==> config.mk <==
export PLATFORM = sky130hd
export DESIGN_NAME = aotc_top
export DESIGN_NICKNAME = d
export VERILOG_FILES = /design/src/include/aotc_pkg.sv /design/src/logic/aotc_reg.sv /design/src/logic/aotc_top.sv
export SDC_FILE = /design/constraint.sdc
export NUM_CORES = 1
export LEC_CHECK = 0
export BUFFER_PORTS_ARGS = -buffer_cell sky130_fd_sc_hd__buf_2
export CORE_MARGIN = 1
export CORE_UTILIZATION = 43
export CTS_BUF_LIST = sky130_fd_sc_hd__clkbuf_16
export CTS_CLUSTER_SIZE = 40
export DETAILED_ROUTE_END_ITERATION = 10
export PLACE_DENSITY = 0.85
export SLEW_MARGIN = 40
export SYNTH_ARGS = -nofsm -noshare
export SYNTH_HDL_FRONTEND = slang
export SYNTH_SLANG_ARGS = --single-unit
export TNS_END_PERCENT = 1
==> constraint.sdc <==
create_clock -name mclk -period 2.5 [get_ports mclk]
set_input_delay 0.25 -clock mclk [delete_from_list [all_inputs] [get_ports mclk]]
set_output_delay 0.25 -clock mclk [all_outputs]
set_load 0.02 [all_outputs]
==> src/include/aotc_pkg.sv <==
// package: register map, field layout and carrier types of the amp trim block
package aotc_pkg;

  // ****************************************************************
  // register map
  // ****************************************************************
  // printed offset is not word aligned: it is kept as an index
  localparam logic [7:0]  CTRL_INDEX     = 8'h1f;
  localparam logic [11:0] CTRL_ADDR      = {2'b00, CTRL_INDEX, 2'b00};
  localparam logic [7:0]  CTRL_RESET     = 8'h00;
  localparam logic [7:0]  CTRL_WR_MASK   = 8'hbf;

  // ****************************************************************
  // field positions
  // ****************************************************************
  localparam int TRIM_LSB   = 0;
  localparam int TRIM_W     = 4;
  localparam int REF_BIT    = 4;
  localparam int CANCEL_BIT = 5;
  localparam int STATE_BIT  = 6;
  localparam int ENABLE_BIT = 7;

  // ****************************************************************
  // configuration option
  // ****************************************************************
  localparam logic OPT_COMPARATOR = 1'b0;
  localparam logic OPT_OPAMP      = 1'b1;

  // ****************************************************************
  // carriers
  // ****************************************************************
  typedef struct packed {
    logic                    amp_power_enable;
    logic                    cancel_mode_select;
    logic                    reference_input_select;
    logic [TRIM_W-1:0]       offset_trim_code;
  } aotc_ctrl_type;

  typedef struct packed {
    logic                    opamp_mode;
    logic                    amp_power_enable;
    logic                    amp_output_oe;
    logic                    cancel_mode;
    logic                    common_mode_switch;
    logic                    reference_switch_a;
    logic                    reference_switch_b;
    logic [TRIM_W-1:0]       offset_trim_code;
  } aotc_analog_type;

endpackage

==> src/logic/aotc_reg.sv <==
// module: parameterised register stage with clock enable and reset value
`timescale 1ns/1ps
module aotc_reg #(
  parameter int          W   = 8,
  parameter logic [W-1:0] RST = '0
) (
  // clock, reset and clock enable
  input  wire logic         mclk,
  input  wire logic         rst_n,
  input  wire logic         ce,
  // data
  input  wire logic [W-1:0] d,
  output logic      [W-1:0] q
);

  always_ff @(posedge mclk or negedge rst_n) begin
    if (!rst_n) begin
      q <= RST;
    end else if (ce) begin
      q <= d;
    end
  end

endmodule

==> src/logic/aotc_top.sv <==
// module: control register and switch steering of the amp/comparator
//
// Operation
// RULE1: cancel mode bit 5 set gives offset cancellation, clear gives normal use.
// RULE2: cancel mode closes the common mode switch and one reference switch.
// RULE3: bit 4 set picks the noninverting input as reference, clear the inverting.
// RULE4: bits 3..0 are the trim code driven to the offset adjust.
// RULE5: bit 6 reads the live output state, high output reads one.
// RULE6: bit 7 powers the amplifier; cleared, output is left floating.
// RULE7: software calibrates by stepping trim in cancel mode until output flips.
// RULE8: software then clears cancel mode and keeps the trim code.
// RULE9: a strap fixed at programming picks op amp or comparator, comparator default.
// RULE10: software should clear enable before power down.
// RULE11: bit 6 ignores writes, the other bits read back as written.
//
// Our own choice: register access over APB.
`timescale 1ns/1ps
module aotc_top #(
  parameter int AW = 12
) (
  // clock, reset, enable
  input  wire logic          mclk,
  input  wire logic          rst_n,
  input  wire logic          ce,
  // apb slave
  input  wire logic          psel,
  input  wire logic          penable,
  input  wire logic          pwrite,
  input  wire logic [AW-1:0] paddr,
  input  wire logic [31:0]   pwdata,
  input  wire logic [3:0]    pstrb,
  output logic      [31:0]   prdata,
  output logic               pready,
  output logic               pslverr,
  // configuration strap
  input  wire logic          opt_opamp_sel,
  // analog side
  input  wire logic          amp_output_in,
  output aotc_pkg::aotc_analog_type analog
);

  // ****************************************************************
  // state
  // ****************************************************************
  aotc_pkg::aotc_ctrl_type ctrl_r;
  aotc_pkg::aotc_ctrl_type ctrl_nxt;
  logic                    state_r;
  logic                    state_nxt;
  logic                    opamp_r;
  logic                    opamp_nxt;
  logic                    strap_done_r;
  logic                    strap_done_nxt;
  logic [31:0]             prdata_r;
  logic [31:0]             prdata_nxt;
  logic                    pready_r;
  logic                    pready_nxt;
  logic                    pslverr_r;
  logic                    pslverr_nxt;
  logic                    hit;
  logic                    wr_take;
  logic [7:0]              rd_byte;
  logic [7:0]              wr_byte;
  logic                    cancel_on;
  logic                    ref_noninv;
  aotc_pkg::aotc_analog_type analog_nxt;

  assign prdata  = prdata_r;
  assign pready  = pready_r;
  assign pslverr = pslverr_r;

  // ****************************************************************
  // register decode
  // ****************************************************************
  always_comb begin
    hit     = (paddr == AW'(aotc_pkg::CTRL_ADDR));
    wr_take = psel && penable && pready_r && pwrite && hit && pstrb[0];
    rd_byte = {ctrl_r.amp_power_enable, state_r,
               ctrl_r.cancel_mode_select, ctrl_r.reference_input_select,
               ctrl_r.offset_trim_code};
    // status bit is dropped from the write image
    wr_byte = pwdata[7:0] & aotc_pkg::CTRL_WR_MASK; // [RULE11]
  end

  // ****************************************************************
  // control register
  // ****************************************************************
  always_comb begin
    ctrl_nxt = ctrl_r;
    if (wr_take) begin
      ctrl_nxt.amp_power_enable       = wr_byte[aotc_pkg::ENABLE_BIT];
      ctrl_nxt.cancel_mode_select     = wr_byte[aotc_pkg::CANCEL_BIT];
      ctrl_nxt.reference_input_select = wr_byte[aotc_pkg::REF_BIT];
      ctrl_nxt.offset_trim_code       =
        wr_byte[aotc_pkg::TRIM_LSB +: aotc_pkg::TRIM_W]; // [RULE4]
    end
  end

  always_ff @(posedge mclk or negedge rst_n) begin
    if (!rst_n) begin
      ctrl_r <= aotc_pkg::aotc_ctrl_type'(aotc_pkg::CTRL_RESET[6:0]);
    end else if (ce) begin
      ctrl_r <= ctrl_nxt;
    end
  end

  // ****************************************************************
  // output status sample
  // ****************************************************************
  // a floating output of a disabled amp reads as low; the pin is taken
  // as synchronous, so no extra stage is spent on it
  always_comb begin
    state_nxt = amp_output_in && ctrl_r.amp_power_enable; // [RULE5] [RULE6]
  end

  always_ff @(posedge mclk or negedge rst_n) begin
    if (!rst_n) begin
      state_r <= 1'b0;
    end else if (ce) begin
      state_r <= state_nxt;
    end
  end

  // ****************************************************************
  // configuration strap
  // ****************************************************************
  // the strap is caught once at the first enabled edge after reset,
  // never through the reset itself
  always_comb begin
    strap_done_nxt = 1'b1;
    opamp_nxt      = strap_done_r ? opamp_r : opt_opamp_sel; // [RULE9]
  end

  always_ff @(posedge mclk or negedge rst_n) begin
    if (!rst_n) begin
      strap_done_r <= 1'b0;
      opamp_r      <= aotc_pkg::OPT_COMPARATOR; // [RULE9]
    end else if (ce) begin
      strap_done_r <= strap_done_nxt;
      opamp_r      <= opamp_nxt;
    end
  end

  // ****************************************************************
  // apb slave: one wait-free access phase after every setup
  // ****************************************************************
  always_comb begin
    pready_nxt  = 1'b0;
    pslverr_nxt = 1'b0;
    if (psel && !penable) begin
      pready_nxt  = 1'b1;
      pslverr_nxt = !hit;
    end
  end

  always_ff @(posedge mclk or negedge rst_n) begin
    if (!rst_n) begin
      pready_r  <= 1'b0;
      pslverr_r <= 1'b0;
    end else if (ce) begin
      pready_r  <= pready_nxt;
      pslverr_r <= pslverr_nxt;
    end
  end

  // read image is caught at the setup edge and held until the next
  // setup, so a slow master still sees stable data
  always_comb begin
    prdata_nxt = prdata_r;
    if (psel && !penable) begin
      prdata_nxt = (hit && !pwrite) ? {24'h000000, rd_byte} : 32'h00000000;
    end
  end

  always_ff @(posedge mclk or negedge rst_n) begin
    if (!rst_n) begin
      prdata_r <= 32'h00000000;
    end else if (ce) begin
      prdata_r <= prdata_nxt;
    end
  end

  // ****************************************************************
  // analog steering
  // ****************************************************************
  // switches follow the mode and reference bits, not the enable, so a calibration
  // can be set up before the amp is powered
  always_comb begin
    cancel_on  = ctrl_r.cancel_mode_select; // [RULE1]
    ref_noninv = ctrl_r.reference_input_select; // [RULE3]
  end

  always_comb begin
    analog_nxt.opamp_mode         = opamp_r; // [RULE9]
    analog_nxt.amp_power_enable   = ctrl_r.amp_power_enable; // [RULE6]
    analog_nxt.amp_output_oe      = ctrl_r.amp_power_enable; // [RULE6]
    analog_nxt.cancel_mode        = cancel_on; // [RULE1]
    analog_nxt.common_mode_switch = cancel_on; // [RULE2]
    analog_nxt.reference_switch_a = cancel_on && ref_noninv; // [RULE3]
    analog_nxt.reference_switch_b = cancel_on && !ref_noninv; // [RULE3]
    analog_nxt.offset_trim_code   = ctrl_r.offset_trim_code; // [RULE4]
  end

  // outputs leave through a flop so the switches never glitch on decode
  aotc_reg #(
    .W   ($bits(aotc_pkg::aotc_analog_type)),
    .RST ('0)
  ) i_aotc_reg (
    .mclk  (mclk),
    .rst_n (rst_n),
    .ce    (ce),
    .d     (analog_nxt),
    .q     (analog)
  );

endmodule

==> metrics.yaml <==
synth:
  synth_xor_area_share_pct: 0
  synth_adder_area_share_pct: 0
  synth_area_leaders: "dfrtp_1 (54%), buf_4 (15%), mux2_4 (7.8%), mux2_2 (6.6%), a22o_1 (5.2%)"
  synth-compound-area-share_pct: 7.110
  yosys_warnings: 0
  synth_edf_count: 0
  yosysTopAreaCell: "dfrtp_1"
  syn_area_um2: 1355
  async_flop_share_pct: 100.0
  syn_area_per_cell_um2: 12.55
  synthMuxAreaShare_pct: 14.40
  synthSimpleGateAreaFrac_pct: 7.387
  synth_seq_cells: 29
  synth_common_cells: "dfrtp_1 (29), buf_4 (27), a22o_1 (8), mux2_2 (8), mux2_4 (7)"
  synth_cell_type_count: 22
  yosysMostFrequentCell: "dfrtp_1"
  synth_top_family_by_area: "buffers and inverters"
  yosys_most_used_dff: "dfrtp_1"
  ys_seq_area_share_pct: 53.55
  synth_top_area_share_pct: 53.55
  postSynthCellCount: 108
final_layout:
  multi_input_area_um2: 481.7
  diodes: 0
  final_cells: 203
  fill_cells: 268
  areaGrowthSynthToFinish_pct: 23.64
  fin_nets: 214
  drive_gt1_share_pct: 47.17
  fin_area_um2: 1675
  seqCellArea_um2: 725.7
timing:
  finalCriticalPeriod_ns: 1.811
  rsz0062_at_grt: "false"
  fin_skew_ns: 0.002124
  fin_crit_sh_pct: 72.43
  setup-violations-final: 0
  finalHoldViolCount: 3
  max_freq_mhz: 552.3
  slew_viol_final: 0
  timing.hold.ws_ns: -0.002108
  tightestPinTransition_ns: 0.6248
  maxSlewHeadroom_pct: 58.35
  fin_tns_setup_ns: 0
  fin_ws_ns: 0.6893
routing:
  drc: 0
  drt_iter0_markers: 8
  num_vias: 873
  drtAntennaViolNets: 0
  wl_per_cell_um: 11.93
  drt_pre_antenna_iters: 3
  viasPerCell: 4.300
  wl_mm: 2.421
cts:
  h-tree-depth: 2
  ctsHoldBuffers: 0
  clockBufferDepth: 2
  cts_root_buf: "clkbuf_16"
  cts_setup_buffers: 0
  path_clk_slew_ns: 0.05
  clkSinkCount: 29
  numCtsBuffers: 5
  clk_latency_ns: 0.27
  cts_tree: "yes"
  cts_resized: 0
hold_path:
  hold_class: "primary input to asynchronous set/reset pin"
critical_path:
  critPathLaunchType: "primary input"
  crit_type: "primary input to flop"
  arrival_ns: 1.96
  endpoint_kind: "flop"
  required_ns: 2.65
  r2r_start: "pready"
  startpoint: "paddr[9]"
  cp_max_fo: 7
power_and_ir_drop:
  p_leak_nw: 0.9422
  p_total_mw: 1.124
  peakVddDrop_v: 0.0005245
  pwr_density_cell_nw_per_um2: 671.1
grt:
  overflow: 0
  antenna_found_initial: 0
  grt_use_total_pct: 16.14
  grt_start_max_net_pins: 30
  grt_pass1_vias: 851
  grt_pass1_wl_mm: 3.898
run_status:
  outcome: "finished with violations"
  violations: "negative hold slack"
floorplan:
  die_height_um: 58.14
  die_width_um: 58.14
  io_pins: 101
  core-area_um2: 3028
  initial_core_util_pct: 44.75
  std_cell_rows: 20
  dieArea_um2: 3380
placement:
  post_dp_cell_area_um2: 1536
  detailed_place_hpwl_mm: 1.718
  placed_cells: 195
  place_ws_ns: 0.3899
  port_buffers: 48
  routabilityCongestion: 0.6988
flow_run:
  maxCapViolCount: 0
worst max-delay path, stage by stage:
cell	delay [ns]
buf_2	0.10
nor4_1	0.26
nand4_1	0.20
or4_1	0.78
mux2_4	0.38
kinds of logic (layout without fill, tap and decap cells):
group / count (synthesis) / after routing
AND/OR/NAND/NOR: 15 / 15
flip-flops: 29 / 29
other: 1 / 24
AO/OA/AOI/OAI: 13 / 13
buffers and inverters: 35 / 63
multiplexers: 15 / 15
path summary, 6_finish.rpt:
check                             endpoint  slack, ns  cells past startpoint
setup / recovery                ref_noninv       0.69                      5
hold / removal                strap_done_r     -0.002                      1
setup reg to reg                ref_noninv       0.90                      3
hold reg to reg               strap_done_r       0.47                      1
max in group asynchronous  i_aotc_reg.q[4]       2.10                      1
min in group mclk            analog_nxt[8]       0.21                      2
registers in the layout, summed over array words and instances, names as in the netlist:
signal        flops
i_aotc_reg.q      9
state_r           1
pready            1
strap_done_r      1
ref_noninv        1
cancel_on         1
prdata            8
opamp_r           1
analog_nxt        5
pslverr           1
metal layers:
| layer | vias up | GRT usage [%] | share of wire (%) |
|---|---|---|---|
| met5 | - | 0 | 0 |
| met4 | 0 | 4.082 | 1.0 |
| met3 | 2 | 7.366 | 6.2 |
| met2 | 40 | 27.42 | 48 |
| met1 | 409 | 18.51 | 45 |
| li1 | 422 | - | - |
where the power goes:
part	internal [mW]	leakage (nW)	switching (mW)
logic	0.0275	0.472	0.0648
registers	0.478	0.395	0.00369
clock network	0.359	0.0748	0.191
cell type report:
| cell class | instances | share of cell area, % |
|---|---|---|
| clock buffers | 5 | 7.468 |
| clock inverters | 3 | 0.8215 |
| inverters | 5 | 1.120 |
| multi-input cells | 67 | 28.75 |
| flip-flops and latches | 29 | 43.32 |
| well taps | 44 | 3.286 |
| repair buffers | 50 | 15.24 |
cells in the final DEF (no fill, tap or decap), drive strengths merged:
master and count:
nand3 2, nand3b 1, nand4bb 1, nor4 2, nor2 1, nor2b 2
nand2 1, or2 2, a22o 8, dfrtp 29, conb 24, buf 50
mux2 15, clkinv 2, or4 1, o21ai 4, inv 6, nand4 2
o22ai 1, clkbuf 5
through the flow:
stage / hold slack, ns / util (%)
global route: 0.06257 / 55.33
detailed placement: 0.3102 / 50.74
floorplan: -0.04559 / -
global placement: 0.3006 / 50.74
CTS: 0.02157 / 55.33
finish: -0.002108 / 55.33
Note: power is estimated with default switching activity, not from simulation.
